$ cat config.mk
export PLATFORM = sky130hd
export DESIGN_NAME = adcmx_ctrl
export DESIGN_NICKNAME = d
export VERILOG_FILES = /design/src/adcmx_pkg.sv /design/src/adcmx_avg.sv /design/src/adcmx_ctrl.sv
export SDC_FILE = /design/constraint.sdc
export NUM_CORES = 1
export LEC_CHECK = 0
export BUFFER_PORTS_ARGS = -buffer_cell sky130_fd_sc_hd__buf_2
export CORE_MARGIN = 1.5
export CORE_UTILIZATION = 45
export CTS_CLUSTER_SIZE = 8
export DETAILED_ROUTE_END_ITERATION = 7
export SYNTH_ARGS = -nofsm -noshare
export SYNTH_HDL_FRONTEND = slang
export SYNTH_SLANG_ARGS = --single-unit
export TNS_END_PERCENT = 20
$ cat constraint.sdc
create_clock -name ref_clk_i -period 7 [get_ports ref_clk_i]
set_input_delay 0.35 -clock ref_clk_i [delete_from_list [all_inputs] [get_ports ref_clk_i]]
set_output_delay 0.35 -clock ref_clk_i [all_outputs]
set_load 0.005 [all_outputs]
$ cat src/adcmx_pkg.sv
package adcmx_pkg;
  localparam int DATA_W = 16;
  localparam int CHAN_W = 3;
  localparam int MUX_W = 4;
  localparam int OS_W = 3;
  localparam int CNT_W = 8;
  localparam logic [MUX_W-1:0] MUX_DIAG = 4'h8;
  localparam logic [1:0] LPF_OPT1 = 2'h0;
  localparam logic [1:0] LPF_OPT2 = 2'h1;
  localparam logic [1:0] LPF_OPT3 = 2'h2;
  localparam logic [1:0] LPF_RSVD = 2'h3;
  localparam logic [1:0] RNG_SOFTWARE = 2'h0;
  localparam logic [OS_W-1:0] OS_OFF = 3'h0;
  localparam logic [CNT_W-1:0] ONE_SAMPLE = 8'h01;
  localparam int CLK_PERIOD_PS = 25000;
  localparam int ACQ_TIME_NS = 1000;
  localparam int ACQ_CYC =
    (ACQ_TIME_NS * 1000 + CLK_PERIOD_PS - 1) / CLK_PERIOD_PS;
  localparam logic [CNT_W-1:0] ACQ_LAST = CNT_W'(ACQ_CYC - 1);

  typedef enum logic [1:0] {
    ST_IDLE,
    ST_ACQ,
    ST_CONV,
    ST_FIN
  } adcmx_state_e;
endpackage

$ cat src/adcmx_avg.sv
`timescale 1ns/1ps
module adcmx_avg #(
  parameter int DATA_W = 16,
  parameter int OS_W = 3
) (
  input wire logic ref_clk_i,
  input wire logic srst_i,
  input wire logic smp_vld_i,
  input wire logic dump_i,
  input wire logic [OS_W-1:0] shift_i,
  input wire logic [2*DATA_W-1:0] data_i,
  output logic [2*DATA_W-1:0] avg_o
);
  localparam int ACC_W = DATA_W + (1 << OS_W);

  genvar g;
  generate
    for (g = 0; g < 2; g++) begin : g_conv
      logic signed [ACC_W-1:0] acc_ff;
      logic signed [DATA_W-1:0] raw_ff;
      logic signed [ACC_W-1:0] shifted;
      logic signed [DATA_W-1:0] smp;
      logic signed [DATA_W-1:0] avg_ff;

      assign smp = data_i[g*DATA_W +: DATA_W];
      assign shifted = acc_ff >>> shift_i;

      // accumulate each sample; dumping restarts the sum
      always_ff @(posedge ref_clk_i) begin
        if (srst_i || dump_i) begin
          acc_ff <= '0;
        end else if (smp_vld_i) begin
          acc_ff <= acc_ff + ACC_W'(smp);
        end
      end

      always_ff @(posedge ref_clk_i) begin
        if (srst_i) begin
          raw_ff <= '0;
        end else if (smp_vld_i) begin
          raw_ff <= smp;
        end
      end

      // ratio of two to the shift: divide, then cut back to the word width
      always_ff @(posedge ref_clk_i) begin
        if (srst_i) begin
          avg_ff <= '0;
        end else if (dump_i) begin
          if (shift_i == '0) begin
            avg_ff <= raw_ff;
          end else begin
            avg_ff <= shifted[DATA_W-1:0];
          end
        end
      end

      assign avg_o[g*DATA_W +: DATA_W] = avg_ff;
    end
  endgenerate
endmodule // adcmx_avg

$ cat src/adcmx_ctrl.sv
// Functional notes
// - filter choice only in software mode: 00 opt1, 01 opt2, 10 opt3.
// - each converter mux: eight external channels plus internal diagnostic.
// - hardware mode: select pins caught at reset release give first pair.
// - hardware mode: select pins read during conversion pick next pair.
// - hardware mode never routes the diagnostic channels.
// - software mode takes channel selection from register fields.
// - sequencer and burst work in both modes without host selection.
// - ratio from ratio pins in hardware, register field in software.
// - one ratio applies to every channel converted.
// - code 000 disables; 001..111 give ratios 2 to 128.
// - one result per channel only after all its samples.
// - first sample taken on rising edge of conversion start.
// - remaining samples started by internal strobe, no host edges.
// - samples averaged and decimated to one 16-bit word.
// - with burst sequencing all samples finish before channel advances.
// - averaging filter bypassed entirely when oversampling is off.
// - hardware pairs A and B of same index; software any pairing.
// - both range pins low means software mode, else hardware.
`timescale 1ns/1ps
module adcmx_ctrl #(
  parameter int DATA_W = adcmx_pkg::DATA_W,
  parameter int ACQ_CYC = adcmx_pkg::ACQ_CYC
) (
  input wire logic ref_clk_i,
  input wire logic srst_i,
  input wire logic [1:0] range_select_pins_i,
  input wire logic [adcmx_pkg::CHAN_W-1:0] channel_select_pins_i,
  input wire logic [adcmx_pkg::OS_W-1:0] oversample_ratio_pins_i,
  input wire logic conversion_start_input_i,
  input wire logic [adcmx_pkg::MUX_W-1:0] sw_chan_a_i,
  input wire logic [adcmx_pkg::MUX_W-1:0] sw_chan_b_i,
  input wire logic sw_diag_sel_i,
  input wire logic [1:0] sw_lpf_i,
  input wire logic [adcmx_pkg::OS_W-1:0] averaging_ratio_field_i,
  input wire logic seq_en_i,
  input wire logic burst_en_i,
  input wire logic [adcmx_pkg::CHAN_W-1:0] seq_last_i,
  input wire logic adc_done_i,
  input wire logic [DATA_W-1:0] adc_data_a_i,
  input wire logic [DATA_W-1:0] adc_data_b_i,
  output logic sw_mode_o,
  output logic [adcmx_pkg::MUX_W-1:0] mux_sel_a_o,
  output logic [adcmx_pkg::MUX_W-1:0] mux_sel_b_o,
  output logic diag_sel_o,
  output logic [1:0] lpf_sel_o,
  output logic adc_start_o,
  output logic busy_o,
  output logic result_valid_o,
  output logic [DATA_W-1:0] result_a_o,
  output logic [DATA_W-1:0] result_b_o
);
  localparam int CNT_W = adcmx_pkg::CNT_W;
  localparam int MUX_W = adcmx_pkg::MUX_W;
  localparam int CHAN_W = adcmx_pkg::CHAN_W;
  localparam logic [CNT_W-1:0] ACQ_LAST = CNT_W'(ACQ_CYC - 1);

  adcmx_pkg::adcmx_state_e st_ff;
  logic rst_d_ff;
  logic conv_d_ff;
  logic sw_mode_ff;
  logic [adcmx_pkg::OS_W-1:0] os_code_ff;
  logic [CNT_W-1:0] acq_cnt_ff;
  logic [CNT_W-1:0] smp_cnt_ff;
  logic [CHAN_W-1:0] pend_sel_ff;
  logic [CHAN_W-1:0] seq_idx_ff;
  logic [MUX_W-1:0] mux_a_ff;
  logic [MUX_W-1:0] mux_b_ff;
  logic adc_start_ff;
  logic fin_ff;
  logic [2*DATA_W-1:0] avg;
  logic release_p;
  logic start_edge;
  logic last_smp;
  logic seq_end;
  logic burst_more;
  logic [CNT_W-1:0] n_smp;
  logic [CHAN_W-1:0] nxt_seq_idx;
  logic [MUX_W-1:0] sw_a;
  logic [MUX_W-1:0] sw_b;
  logic [adcmx_pkg::OS_W-1:0] nxt_os_code;
  logic [CHAN_W-1:0] rel_sel;
  logic [CNT_W-1:0] gap_ff;

  assign release_p = rst_d_ff && !srst_i;
  assign start_edge = conversion_start_input_i && !conv_d_ff;
  assign n_smp = adcmx_pkg::ONE_SAMPLE << os_code_ff;
  assign last_smp = (smp_cnt_ff + adcmx_pkg::ONE_SAMPLE) == n_smp;
  assign seq_end = seq_idx_ff == seq_last_i;
  assign burst_more = seq_en_i && burst_en_i && !seq_end;
  assign nxt_seq_idx = seq_end ? '0 : seq_idx_ff + 1'b1;
  // codes past the diagnostic slot all land on it
  assign sw_a = (sw_chan_a_i > adcmx_pkg::MUX_DIAG) ?
                adcmx_pkg::MUX_DIAG : sw_chan_a_i;
  assign sw_b = (sw_chan_b_i > adcmx_pkg::MUX_DIAG) ?
                adcmx_pkg::MUX_DIAG : sw_chan_b_i;
  assign nxt_os_code = sw_mode_ff ? averaging_ratio_field_i :
                       oversample_ratio_pins_i;
  // mode is not latched yet at release, so decode the range pins directly
  assign rel_sel = (range_select_pins_i == adcmx_pkg::RNG_SOFTWARE) ?
                   '0 : channel_select_pins_i;

  always_ff @(posedge ref_clk_i) begin
    rst_d_ff <= srst_i;
  end

  always_ff @(posedge ref_clk_i) begin
    if (srst_i) begin
      conv_d_ff <= 1'b1;
    end else begin
      conv_d_ff <= conversion_start_input_i;
    end
  end

  // mode is fixed by the range pins seen as reset releases
  always_ff @(posedge ref_clk_i) begin
    if (srst_i) begin
      sw_mode_ff <= 1'b0;
    end else if (release_p) begin
      sw_mode_ff <=
        range_select_pins_i == adcmx_pkg::RNG_SOFTWARE;
    end
  end

  // sequencing state machine
  always_ff @(posedge ref_clk_i) begin
    if (srst_i) begin
      st_ff <= adcmx_pkg::ST_IDLE;
      acq_cnt_ff <= '0;
      smp_cnt_ff <= '0;
      adc_start_ff <= 1'b0;
      fin_ff <= 1'b0;
      os_code_ff <= adcmx_pkg::OS_OFF;
    end else begin
      adc_start_ff <= 1'b0;
      fin_ff <= 1'b0;
      case (st_ff)
        adcmx_pkg::ST_IDLE: begin
          if (start_edge && !release_p) begin
            adc_start_ff <= 1'b1;
            os_code_ff <= nxt_os_code;
            smp_cnt_ff <= '0;
            st_ff <= adcmx_pkg::ST_CONV;
          end
        end
        adcmx_pkg::ST_ACQ: begin
          if (acq_cnt_ff == ACQ_LAST) begin
            adc_start_ff <= 1'b1;
            st_ff <= adcmx_pkg::ST_CONV;
          end else begin
            acq_cnt_ff <= acq_cnt_ff + 1'b1;
          end
        end
        adcmx_pkg::ST_CONV: begin
          if (adc_done_i) begin
            acq_cnt_ff <= '0;
            smp_cnt_ff <= smp_cnt_ff + 1'b1;
            if (last_smp) begin
              st_ff <= adcmx_pkg::ST_FIN;
            end else begin
              st_ff <= adcmx_pkg::ST_ACQ;
            end
          end
        end
        adcmx_pkg::ST_FIN: begin
          fin_ff <= 1'b1;
          smp_cnt_ff <= '0;
          if (burst_more) begin
            st_ff <= adcmx_pkg::ST_ACQ;
          end else begin
            st_ff <= adcmx_pkg::ST_IDLE;
          end
        end
        default: begin
          st_ff <= adcmx_pkg::ST_IDLE;
        end
      endcase
    end
  end

  // select pins are watched throughout a conversion for the next pair
  always_ff @(posedge ref_clk_i) begin
    if (srst_i) begin
      pend_sel_ff <= '0;
    end else if (release_p || st_ff == adcmx_pkg::ST_CONV) begin
      pend_sel_ff <= channel_select_pins_i;
    end
  end

  always_ff @(posedge ref_clk_i) begin
    if (srst_i) begin
      seq_idx_ff <= '0;
    end else if (release_p) begin
      seq_idx_ff <= rel_sel;
    end else if (st_ff == adcmx_pkg::ST_FIN && seq_en_i) begin
      seq_idx_ff <= nxt_seq_idx;
    end
  end

  // mux routing; hardware mode only ever sees matching pairs 0..7
  always_ff @(posedge ref_clk_i) begin
    if (srst_i) begin
      mux_a_ff <= '0;
      mux_b_ff <= '0;
    end else if (release_p) begin
      mux_a_ff <= {1'b0, rel_sel};
      mux_b_ff <= {1'b0, rel_sel};
    end else if (st_ff == adcmx_pkg::ST_FIN) begin
      if (seq_en_i) begin
        mux_a_ff <= {1'b0, nxt_seq_idx};
        mux_b_ff <= {1'b0, nxt_seq_idx};
      end else if (!sw_mode_ff) begin
        mux_a_ff <= {1'b0, pend_sel_ff};
        mux_b_ff <= {1'b0, pend_sel_ff};
      end else begin
        mux_a_ff <= sw_a;
        mux_b_ff <= sw_b;
      end
    end else if (st_ff == adcmx_pkg::ST_IDLE && sw_mode_ff && !seq_en_i) begin
      mux_a_ff <= sw_a;
      mux_b_ff <= sw_b;
    end
  end

  adcmx_avg #(
    .DATA_W(DATA_W),
    .OS_W(adcmx_pkg::OS_W)
  ) u_avg (
    .ref_clk_i(ref_clk_i),
    .srst_i(srst_i),
    .smp_vld_i(st_ff == adcmx_pkg::ST_CONV && adc_done_i),
    .dump_i(st_ff == adcmx_pkg::ST_FIN),
    .shift_i(os_code_ff),
    .data_i({adc_data_b_i, adc_data_a_i}),
    .avg_o(avg)
  );

  always_ff @(posedge ref_clk_i) begin
    if (srst_i) begin
      sw_mode_o <= 1'b0;
      mux_sel_a_o <= '0;
      mux_sel_b_o <= '0;
      diag_sel_o <= 1'b0;
      lpf_sel_o <= adcmx_pkg::LPF_OPT1;
      busy_o <= 1'b0;
    end else begin
      sw_mode_o <= sw_mode_ff;
      mux_sel_a_o <= mux_a_ff;
      mux_sel_b_o <= mux_b_ff;
      diag_sel_o <= sw_mode_ff && sw_diag_sel_i;
      // reserved code 11 falls back to the first option
      if (!sw_mode_ff || sw_lpf_i == adcmx_pkg::LPF_RSVD) begin
        lpf_sel_o <= adcmx_pkg::LPF_OPT1;
      end else begin
        lpf_sel_o <= sw_lpf_i;
      end
      busy_o <= st_ff != adcmx_pkg::ST_IDLE;
    end
  end

  assign adc_start_o = adc_start_ff;
  assign result_valid_o = fin_ff;
  assign result_a_o = avg[DATA_W-1:0];
  assign result_b_o = avg[2*DATA_W-1:DATA_W];

  // cycles since the last finished conversion, for the strobe check
  always_ff @(posedge ref_clk_i) begin
    if (srst_i || (st_ff == adcmx_pkg::ST_CONV && adc_done_i)) begin
      gap_ff <= '0;
    end else if (gap_ff != '1) begin
      gap_ff <= gap_ff + 1'b1;
    end
  end
endmodule // adcmx_ctrl

# Yosys cells after proc, flatten, opt, wreduce, memory -nomap -nowiden
# Index checks and enable logic that the tools add are counted.
op_classes:
  n_addsub: 5
  n_mul: 0
  div: 0
  n_lt_le_gt_ge: 2
  n_eq_ne: 11
  shift: 3
  n_mux: 35
  bitwise_logic: 0
  reduce_logical: 34
op_table:
  columns: ["op", "count"]
  rows:
  - ["adder 24 x 16 -> 24 bit", 2]
  - [">>> shifter 24 x 3 -> 16 bit", 2]
  - ["two-way mux 4 bit", 10]
  - ["two-way mux 16 bit", 2]
  - ["two-way mux 8 bit", 4]
  - ["one-hot mux 8 bit (3 select lines)", 1]
  - ["two-way mux 3 bit", 7]
  - ["adder 8 x 1 -> 8 bit, second input constant", 2]
  - ["one-hot mux 8 bit (2 select lines)", 1]
  - ["logical AND 1 bit", 10]
  - ["AND reduction 3 bit", 3]
  - ["equality test 8 x 6 -> 1 bit, second input constant", 1]
  - ["equality test 8 bit", 1]
  - ["> comparator 4 bit, second input constant", 2]
  - ["two-way mux 2 bit", 4]
  - ["inequality test 2 bit, second input constant", 4]
  - ["one-hot mux 2 bit (4 select lines)", 1]
  - ["nonzero test 2 bit", 4]
  - ["left shift 1 x 3 -> 8 bit, first input constant", 1]
  - ["equality test 2 bit, second input constant", 3]
  - ["zero test 1 bit", 6]
  - ["nonzero test 3 bit", 2]
  - ["zero test 2 bit", 2]
  - ["two-way mux 1 bit", 4]
  - ["8 further kinds", 11]
word_totals:
  reg_bits: 165
  latch_bits: 0
  mem_bits_rw: 0
  romBits: 0
  in_bits: 63
  out_inout_bits: 47
  wordCells: 117
  memories: 0

# Depth between registers and ports, before layout
# Gate-level depths: netlist (run 1).
depth:
  word_depth: 6
  depth_mapped: 12
  mapped_depth_nobuf: 12

# Cells and area by module
# A second synthesis (run 1) with hierarchy kept.
unflattened:
  hier_cells: 1281
  area_unflattened_um2: 10652.7
by_module_without_submodules:
  columns: ["module", "n_inst", "cells_per_inst", "area_each_um2", "seq_area_each_um2"]
  rows:
  - ["adcmx_avg", 1, 951, 7916.3, 2202.1]
  - ["adcmx_ctrl", 1, 330, 2736.4, 1061.0]

# Worst setup path before layout (run 1)
# Ideal clock, no wire load.
synth_path:
  kind: "input-to-reg"
  start: "in adc_data_a_i[0]"
  end: "reg u_avg.g_conv[0].acc_ff[22]"
  setup_ps: 70
  arrival_time_ps: 2555
  required_ps: 6930
  setup_slack_ps: 4374
  path_stages: 11
  n_path_buf: 0
  path_cell_list: "ha_1 > fa_1 > a211oi_1 > nor2_1 > o31ai_2 > a21oi_2 > o31ai_2 > o21ai_1 > xnor2_1 > or3_1 > a21oi_1"
synth_between:
  elab_chain_len: 1
synth_rtl:
  columns: ["element", "line", "source"]
  rows:
  - ["start, declared", "adcmx_ctrl.sv:40", "input wire logic [DATA_W-1:0] adc_data_a_i,"]
  - ["adder 24 x 16 -> 24 bit", "adcmx_avg.sv:33", "acc_ff <= acc_ff + ACC_W'(smp);"]
  - ["end signal, assigned", "adcmx_avg.sv:33", null]
  - ["end, declared", "adcmx_avg.sv:19", "logic signed [ACC_W-1:0] acc_ff;"]
# Every way passes these cells.
# A chain may end at the register's enable or synchronous reset.

# Final worst setup path (run 1)
layout_path:
  start: "reg u_avg.g_conv[0].acc_ff[0]"
  end: "reg u_avg.g_conv[0].acc_ff[22]"
layout_between:
  elab_chain_len: 1
layout_rtl:
  columns: ["element", "line"]
  rows:
  - ["adder 24 x 16 -> 24 bit", "adcmx_avg.sv:33"]
# Every way passes these cells.

==> results of run 1 <==
[state kept, by name, indices dropped and copies added, names as in the netlist]
| register | flops |
|---|---|
| mux_sel_b_o | 4 |
| adc_start_o | 1 |
| pend_sel_ff | 3 |
| mux_a_ff | 4 |
| os_code_ff | 3 |
| conv_d_ff | 1 |
| mux_b_ff | 4 |
| busy_o | 1 |
| result_valid_o | 1 |
| u_avg.g_conv.acc_ff | 46 |
| mux_sel_a_o | 4 |
| u_avg.g_conv.raw_ff | 32 |
| seq_idx_ff | 3 |
| st_ff | 2 |
| diag_sel_o | 1 |
| u_avg.g_conv.avg_ff | 32 |
| rst_d_ff | 1 |
| sw_mode_ff | 1 |
| lpf_sel_o | 2 |
| sw_mode_o | 1 |
| acq_cnt_ff | 8 |
| smp_cnt_ff | 8 |
[Yosys cell counts (3+ instances only)]
| cell | count |
|---|---|
| nand2b_1 | 11 |
| o311a_1 | 5 |
| buf_1 | 4 |
| nand3b_1 | 9 |
| nand4_1 | 6 |
| a21o_1 | 8 |
| mux4_2 | 13 |
| nand3_1 | 18 |
| xor2_1 | 15 |
| ha_1 | 47 |
| o211ai_1 | 13 |
| o21ai_0 | 49 |
| a21boi_0 | 6 |
| xnor2_1 | 29 |
| nor3_1 | 22 |
| nand2_1 | 199 |
| dfxtp_1 | 163 |
| o21bai_1 | 3 |
| a22oi_1 | 6 |
| o31ai_1 | 12 |
| buf_2 | 12 |
| and3_1 | 4 |
| and2_1 | 6 |
| a21oi_1 | 158 |
| a211oi_1 | 34 |
| mux2_2 | 17 |
| a31oi_1 | 13 |
| o31ai_2 | 3 |
| or3_1 | 8 |
| nor2b_1 | 23 |
| nor2_1 | 152 |
| mux2i_1 | 37 |
| o21ai_1 | 3 |
| clkbuf_1 | 58 |
| o21a_1 | 12 |
| inv_1 | 17 |
[worst register-to-register path: stages (launching register included)]
cell	delay, ps
dfxtp_1	310
ha_1	200
fa_1	420
a211oi_1	220
nor2_1	110
o31ai_2	280
a21oi_2	130
o31ai_2	320
o21ai_1	130
xnor2_1	140
or3_1	310
a21oi_1	140
[path summary, 6_finish.rpt]
kind,from,end,slack (ps),cells past startpoint
min reg2reg,u_avg.g_conv[1].avg_ff[15]$_SDFFE_PP0P_,u_avg.g_conv[1].avg_ff[15]$_SDFFE_PP0P_,450,2
max,u_avg.g_conv[0].acc_ff[0]$_SDFFE_PP0P_,u_avg.g_conv[0].acc_ff[22]$_SDFFE_PP0P_,4210,11
max reg2reg,u_avg.g_conv[0].acc_ff[0]$_SDFFE_PP0P_,u_avg.g_conv[0].acc_ff[22]$_SDFFE_PP0P_,4210,11
min,sw_diag_sel_i,diag_sel_o$_SDFF_PP0_,120,2
[per-stage QoR]
stage          cell area (um2)  std cells  hold WS, ps  utilization, %  total power [W]
6_report                 10900       1585          116            51.9          0.00272
5_1_grt                  10900       1585          108            51.9          0.00288
4_1_cts                  10900       1585          103            51.9          0.00274
3_5_place_dp             10400       1553          445            49.2          0.00181
3_3_place_gp             10400       1553          439            49.2          0.00180
2_1_floorplan             9710       1236          378               -          0.00162
[layout make-up]
| type | count | area [um2] |
|---|---|---|
| Fill cell | 2074 | 10100 |
| Multi-Input combinational cell | 980 | 6080 |
| Sequential cell | 163 | 3270 |
| Timing Repair Buffer | 118 | 616 |
| Clock buffer | 18 | 429 |
| Tap cell | 275 | 344 |
| Clock inverter | 14 | 145 |
| Inverter | 17 | 63.8 |
[report_power, final]
group,switching (W),internal (W),total [W]
clock network,0.000428,0.000503,0.000930
registers,0.0000838,0.00101,0.00109
logic,0.000425,0.000277,0.000703
total,0.000937,0.00179,0.00272
[per-layer routing]
layer  track usage (%)  up-vias  part of all wire [%]
li1                  -     4498                     -
met1              34.9     4169                    51
met2              35.6      218                    42
met3              3.02       21                   5.2
met4              5.44        0                   1.0
met5                 0        -                     0
[cell families after synthesis]
kind of cell / count (synthesis)
DFF: 163
xor gates and xnor gates: 44
AOI/OAI and AO/OA: 346
and+or+nand+nor: 474
muxes: 67
adders and majority gates: 49
buffers and inverters: 93
==> impl_metrics.toml, run 1 <==
[run_status]
status = "complete, no violations"

[floorplan]
rows = 53
fp.coreArea_um2 = 21100
die_area_um2 = 22500
io_pins = 110
die_y_um = 150
initial_core_util_pct = 46.0
die_w_um = 150

[yosys]
synth_top_cell_by_area = "dfxtp_1"
postSynth.asyncResetShare_pct = 0
synth.distinct_cells = 64
synth-seq-cells = 163
ys_seq_area_share_pct = 33.6
ys_warn_count = 0
synthTopCellsByArea = "dfxtp_1, a21oi_1, nand2_1"
avgSynthCellArea_um2 = 7.86
netlist.area_leader.share_pct = 33.6
synth_cells = 1236
synthFlopType = "dfxtp_1"
synthesis.nets = 1348
synth-simple-area-share_pct = 21.4
synth_top_family_by_area = "compound AO/OA/AOI/OAI gates"
synth.mux.area_fraction_pct = 8.80
synth_compound_area_share_pct = 21.9
synth_xor_area_share_pct = 3.97
synthAdderAreaFrac_pct = 6.47
synth.cell_area_um2 = 9710
synth_edf_count = 0

[setup_path]
required_ps = 7360
cpPeakStageDelay_ps = 420
crit_family = "compound AO/OA/AOI/OAI gates"
critical_path_class = "flop to flop"
cp_cell_sequence = "ha_1 -> fa_1 -> a211oi_1 -> nor2_1 -> o31ai_2 -> a21oi_2 -> o31ai_2 -> o21ai_1 -> xnor2_1 -> or3_1 -> a21oi_1"
crit_path_frequent_cell = "o31ai_2"
cp.arrival_ps = 3150
path_max_fanout = 3
path_buf_inv = 0
end_kind = "flop"
crit_path_top_delay_cell = "fa_1"
start_kind = "flop"

[cells_and_area]
nets = 1409
syn_to_final_growth_pct = 12.7
layout_commonest_cell = "nand2_1"
diodes = 0
drive_gt1_share_pct = 15.3
final_cell_mix = "nand2_1, dfxtp_1, a21oi_1"

[clock_tree]
clock_latency_ps = 430
cts_made_buffers = 17
cts_hold_buf = 0
clock_sinks = 163
path_clk_slew_ps = 70
htree_num_levels = 4
post-cts-setup-buffers = 0
cts_tree = "built"
ctsRootBufferMaster = "clkbuf_16"
cts_buffer_depth = 2
post_cts_resized = 0

[sta]
clock_skew_ps = 10.1
relSlewSlack_pct = 23.0
max_freq_mhz = 358
period_minus_slack_ps = 2790
fin_tns_setup_ps = 0
drv_slew = 0
worst_slew_pin_slew_ps = 1150
timing.final.crit_share_pct = 39.9
rsz0062_at_grt = "no"
fin_ws_ps = 4210
final-hold-violation-count = 0
report.final.setup_viol = 0

[place]
dp_slack_ps = 4030
place.gp.congestion = 0.863
dp_hpwl_mm = 18.6
portBuffers = 109

[detailed_routing]
wl_per_cell_um = 16.5
wirelength_mm = 26.1
drc = 0
ant_nets = 0
drtPass1Iterations = 7
drtIter0Drc = 584
vias_per_cell = 5.62
vias = 8906

[global_routing]
grt_pass1_vias = 8118
grtUsageTotal_pct = 23.4
grt-ovfl-total = 0
grt_max_degree = 58
grt_pass1_wl_mm = 41.8
antenna_found_initial = 0

[min_path]
hold_path.class = "input pin to flop"

[run]
maxCapViolCount = 0

[power]
cellPowerDensity_nw_per_um2 = 249
irDropWorstVdd_v = 0.000148
p_leak_nw = 4.40
Note: power is estimated with default switching activity, not from simulation.
==> run 2: changes to the inputs <==
PLACE_DENSITY = 0.66   (was default)
clock period = 2.5 ns   (was 7 ns; I/O delays follow)
==> run 2 against run 1 <==
  * The run now ends with setup timing left
  * Global-route usage grew 0.067 points
  * Sequential cell count did not move
  * Hold slack got worse by 91 ps
  * Via count is 3.2% higher
  * Combinational power rose to 3.2 times the previous value
  * Clock power grew to 2.6 times the previous value
  * Count of clock-buffer cells in the layout decreased by 1
  * Register-to-register slack got worse by 4300 ps
  * Non-clock buffer count up 83
  * Cell count is 5.2% higher
  * Design area up 7.4%
  * Wire length up 0.98%
  * Critical path type unchanged
==> impl_metrics.toml, run 2 (synthesis results as in run 1) <==
[floorplan]
die_area_um2 = 22500
die_y_um = 150
initial_core_util_pct = 46.0
die_w_um = 150
io_pins = 110
fp.coreArea_um2 = 21100
rows = 53

[run_status]
violations = "setup timing"
status = "complete, but fails checks"

[cells_and_area]
final_area_um2 = 11800
largest_register_ffs = 46
reg.largest.list = "u_avg.g_conv.acc_ff: 46 flops, u_avg.g_conv.avg_ff: 32 flops, u_avg.g_conv.raw_ff: 32 flops"
largest_register = "u_avg.g_conv.acc_ff"
final_cell_mix = "nand2_1, dfxtp_1, a21oi_1"
nets = 1492
diodes = 0
drive_gt1_share_pct = 18.7
fill_cells = 1948
layout_commonest_cell = "nand2_1"
syn_to_final_growth_pct = 21.1
final_util_pct = 55.8

[global_routing]
grt_pass1_wl_mm = 42.2
antenna_found_initial = 0
grt_max_degree = 72
grt_pass1_vias = 8414
grt-ovfl-total = 0
grtUsageTotal_pct = 23.5

[sta]
final-hold-violation-count = 0
clock_skew_ps = 9.96
whs_ps = 24.9
timing.final.crit_share_pct = 103
fin_ws_ps = -68.3
report.final.setup_viol = 1
worst_slew_pin_slew_ps = 799
drv_slew = 0
relSlewSlack_pct = 46.7
period_minus_slack_ps = 2570
rsz0062_at_grt = "yes"
max_freq_mhz = 389

[setup_path]
reg2reg_depth = 11
critical_path_class = "flop to flop"
cp.arrival_ps = 2920
crit_end = "u_avg.g_conv[0].acc_ff[22]$_SDFFE_PP0P_"
r2r-end = "u_avg.g_conv[0].acc_ff[22]$_SDFFE_PP0P_"
reg2reg_setup_slack_ps = -70
end_kind = "flop"
crit_start = "u_avg.g_conv[0].acc_ff[0]$_SDFFE_PP0P_"
required_ps = 2850
timing.rr.start = "u_avg.g_conv[0].acc_ff[0]$_SDFFE_PP0P_"
path_max_fanout = 3
start_kind = "flop"

[clock_tree]
cts_made_buffers = 17
htree_num_levels = 4
cts_tree = "built"
path_clk_slew_ps = 70
cts_buffer_depth = 2
clock_latency_ps = 430
clock_sinks = 163
ctsRootBufferMaster = "clkbuf_16"

[detailed_routing]
vias = 9194
wirelength_mm = 26.4
drc = 0
vias_per_cell = 5.51
drtPass1Iterations = 5
ant_nets = 0
wl_per_cell_um = 15.8
drtIter0Drc = 610

[place]
portBuffers = 109
dp_slack_ps = -168
placed_area_um2 = 10700
place.gp.congestion = 0.921
dp_hpwl_mm = 18.9

[power]
irDropWorstVdd_v = 0.000389
cellPowerDensity_nw_per_um2 = 652
p_leak_nw = 4.78

[min_path]
hold_path.class = "input pin to flop"
hold_depth = 3

[run]
maxCapViolCount = 0
==> run 2: changes by cell type in the layout (fill, tap and decap cells not counted), sizes merged <==
cell	delta
inv	-1
clkbuf	-1
clkinv	+1
clkinvlp	+2
bufinv	-1
buf	+44
dlygate4sd3	+39
==> run 2: worst min path at each step <==
stage | startpoint | endpoint | slack, ps
6_report | channel_select_pins_i[0] | pend_sel_ff[0]$_SDFFE_PP0P_ | 20
3_5_place_dp | conversion_start_input_i | conv_d_ff$_SDFF_PP1_ | 340
2_1_floorplan | srst_i | rst_d_ff$_DFF_P_ | 150
3_3_place_gp | conversion_start_input_i | conv_d_ff$_SDFF_PP1_ | 340
5_1_grt | channel_select_pins_i[0] | pend_sel_ff[0]$_SDFFE_PP0P_ | 40
4_1_cts | channel_select_pins_i[0] | pend_sel_ff[0]$_SDFFE_PP0P_ | 10
==> run 2: repair_timing <==
action	CTS	global route
hold buffers	39	0
resized for setup	7	18
endpoints found under the setup margin	7	19
pin swaps	1	8
endpoints found under the hold margin	38	0
setup buffers	0	2
==> run 2: worst max-delay path, stage by stage, from the launching register on <==
cell      delay (ps)
dfxtp_2          340
ha_4             160
fa_2             410
a211oi_2         210
nor2_2            80
o31ai_4          200
a21oi_2          100
o31ai_2          300
o21ai_1          110
xnor2_1          140
or3_1            300
a21oi_1          140
==> run 2: final cells by class <==
cell class	instances	area (um2)	share of cell area, %
Multi-Input combinational cell	980	6160	52.4
Sequential cell	163	3270	27.8
Timing Repair Buffer	201	1370	11.7
Clock buffer	17	425	3.62
Tap cell	275	344	2.93
Clock inverter	15	123	1.04
Inverter	17	63.8	0.543
==> run 2: stage by stage <==
| step | TNS, ps | cells | total power, W |
|---|---|---|---|
| after floorplan | 0 | 1236 | 0.00455 |
| after global placement | -138 | 1595 | 0.00514 |
| after detailed placement | -199 | 1595 | 0.00517 |
| after CTS | -97.7 | 1666 | 0.00768 |
| after global routing | -656 | 1668 | 0.00811 |
| final | -68.3 | 1668 | 0.00767 |
==> run 2: routing by layer <==
metal	share of wire [%]	wire, um	track usage, %	up-vias
met2	44	11500	36.2	240
met5	0	0	0	-
li1	-	-	-	4665
met1	50	13200	34.2	4266
met3	5.2	1360	3.14	23
met4	1.2	327	6.32	0
==> run 2: power breakdown <==
group / switching, W / total [W] / internal, W / leakage (nW)
Clock: 0.00115 / 0.00244 / 0.00129 / 0.258
Sequential: 0.000183 / 0.00300 / 0.00282 / 1.32
Combinational: 0.00129 / 0.00223 / 0.000937 / 3.20
Total: 0.00263 / 0.00767 / 0.00505 / 4.78
==> run 3: changes to the inputs <==
GPL_TIMING_DRIVEN = 1   (was default)
SETUP_SLACK_MARGIN = 0.3   (was default)
==> run 3 against run 2 <==
  * The run now ends clean
  * Die area unchanged
  * Sequential cell count unchanged
  * Sequential share of layout area down 0.58 points
  * Core utilization up 1.4 points
  * Hold slack better by 20 ps
  * Non-clock buffer count down 2
  * Wire length up 3.0%
  * Largest power group unchanged
==> impl_metrics.toml, run 3 (synthesis results as in run 1) <==
[setup_path]
cpPeakStageDelay_ps = 350
end_kind = "flop"
cp_cell_sequence = "ha_4 -> fa_2 -> a211oi_2 -> nor2_1 -> o31ai_2 -> a21oi_2 -> o31ai_2 -> o21ai_1 -> xnor2_1 -> or3_1 -> a21oi_1"
path_max_fanout = 2
critical_path_class = "flop to flop"
cp.arrival_ps = 2830
crit_path_frequent_cell = "o31ai_2"
crit_path_top_delay_cell = "fa_2"
required_ps = 2860
start_kind = "flop"

[global_routing]
grt-ovfl-total = 0
grt_pass1_vias = 8638
grt_max_degree = 81
grt_pass1_wl_mm = 43.6
grtUsageTotal_pct = 24.3
antenna_found_initial = 0

[cells_and_area]
diodes = 0
layout_commonest_cell = "nand2_1"
largest_register_ffs = 46
reg.largest.list = "u_avg.g_conv.acc_ff: 46 flops, u_avg.g_conv.avg_ff: 32 flops, u_avg.g_conv.raw_ff: 32 flops"
nets = 1490
final_area_um2 = 12100
syn_to_final_growth_pct = 24.1
final_util_pct = 57.2
fill_cells = 1910
instances_no_fill = 1666
largest_register = "u_avg.g_conv.acc_ff"
drive_gt1_share_pct = 21.5
final_cell_mix = "nand2_1, dfxtp_1, a21oi_1"

[clock_tree]
cts_tree = "built"
path_clk_slew_ps = 70
ctsRootBufferMaster = "clkbuf_16"
cts_buffer_depth = 2
htree_num_levels = 4
clock_latency_ps = 430
cts_made_buffers = 17
clock_sinks = 163

[power]
pwr-share-comb_pct = 28.8
p_sw_w = 0.00271
finalPower_w = 0.00802
internal-power_w = 0.00531
clockPowerShare_pct = 33.3
cellPowerDensity_nw_per_um2 = 665
irDropWorstVdd_v = 0.000440
p_leak_nw = 4.80
p_seq_share_pct = 37.9
swShare_pct = 33.8

[detailed_routing]
vias_per_cell = 5.60
drtPass1Iterations = 5
wirelength_mm = 27.2
drc = 0
wl_per_cell_um = 16.3
drt-met1-wl_mm = 13.1
wl_met3_mm = 1.51
wl_met2_mm = 12.2
drtIter0Drc = 601
top_layer = "met4"
vias = 9331
ant_nets = 0

[place]
portBuffers = 109
placed_area_um2 = 10700
place.gp.congestion = 0.880
dp_hpwl_mm = 19.2
dp.cells = 1591

[sta]
relSlewSlack_pct = 44.7
max_freq_mhz = 405
whs_ps = 45.4
worst_slew_pin_slew_ps = 830
drv_slew = 0
timing.final.crit_share_pct = 98.8
rsz0062_at_grt = "yes"
clock_skew_ps = 11.3
final-hold-violation-count = 0
report.final.setup_viol = 0
period_minus_slack_ps = 2470

[floorplan]
die_w_um = 150
rows = 53
die_y_um = 150
io_pins = 110
fp.coreArea_um2 = 21100
die_area_um2 = 22500
initial_core_util_pct = 46.0

[run]
maxCapViolCount = 0

[min_path]
hold_path.class = "input pin to flop"

[run_status]
status = "complete, no violations"
==> run 3: cell types whose count changed in the layout (fill, tap and decap cells not counted), sizes merged <==
cell / change
buf: -2
bufinv: +2
clkinvlp: -1
clkinv: -1
==> run 3: path summary, 6_finish.rpt <==
check        cells after the start  slack, ps                                       to                              startpoint
max                             11         30  u_avg.g_conv[0].acc_ff[22]$_SDFFE_PP0P_  u_avg.g_conv[0].acc_ff[0]$_SDFFE_PP0P_
min                              3         50   u_avg.g_conv[1].raw_ff[7]$_SDFFE_PP0P_                         adc_data_b_i[7]
max reg2reg                     11         30  u_avg.g_conv[0].acc_ff[22]$_SDFFE_PP0P_  u_avg.g_conv[0].acc_ff[0]$_SDFFE_PP0P_
min reg2reg                      2        460   u_avg.g_conv[1].raw_ff[9]$_SDFFE_PP0P_  u_avg.g_conv[1].raw_ff[9]$_SDFFE_PP0P_
==> run 3: layer usage <==
layer	track usage [%]	vias to the layer above
met5	0	-
li1	-	4660
met3	3.48	27
met2	37.4	274
met4	6.32	0
met1	35.4	4370
==> run 3: stage by stage <==
step,TNS (ps),setup slack (ps)
5_1_grt,-306,-105
3_5_place_dp,-53.0,-42.1
6_report,0,29.2
3_3_place_gp,-45.9,-45.9
4_1_cts,0,43.2
2_1_floorplan,0,74.8
==> run 3: cell type report <==
class | count | area (um2) | area share (%)
timing repair buffer | 199 | 1380 | 11.4
tap | 275 | 344 | 2.85
clock inverter | 15 | 169 | 1.40
sequential | 163 | 3280 | 27.2
multi-input combinational | 980 | 6400 | 53.1
inverter | 17 | 63.8 | 0.529
clock buffer | 17 | 425 | 3.53
==> run 3: timing repair <==
| action | CTS | global route |
|---|---|---|
| resized for setup | 14 | 66 |
| pin swaps | 7 | 24 |
| endpoints found under the setup margin | 23 | 28 |
| hold buffers | 39 | 0 |
| endpoints found under the hold margin | 39 | 0 |
| buffers inserted | 2 | 2 |
==> run 3: power by group through the flow <==
stage | Sequential (W) | Clock (W) | Combinational (W)
final | 0.00304 | 0.00267 | 0.00231
after global routing | 0.00307 | 0.00281 | 0.00257
after CTS | 0.00302 | 0.00271 | 0.00217
after detailed placement | 0.00307 | 0 | 0.00210
after global placement | 0.00307 | 0 | 0.00208
after floorplan | 0.00299 | 0 | 0.00156
==> run 3: worst max-delay path, delay by kind of cell, from the launching register on <==
| kind | cells | cell delay [ps] |
|---|---|---|
| adders and majority gates | 2 | 510 |
| xor gates and xnor gates | 1 | 130 |
| DFF | 1 | 340 |
| and+or+nand+nor | 2 | 390 |
| AOI/OAI and AO/OA | 6 | 1040 |
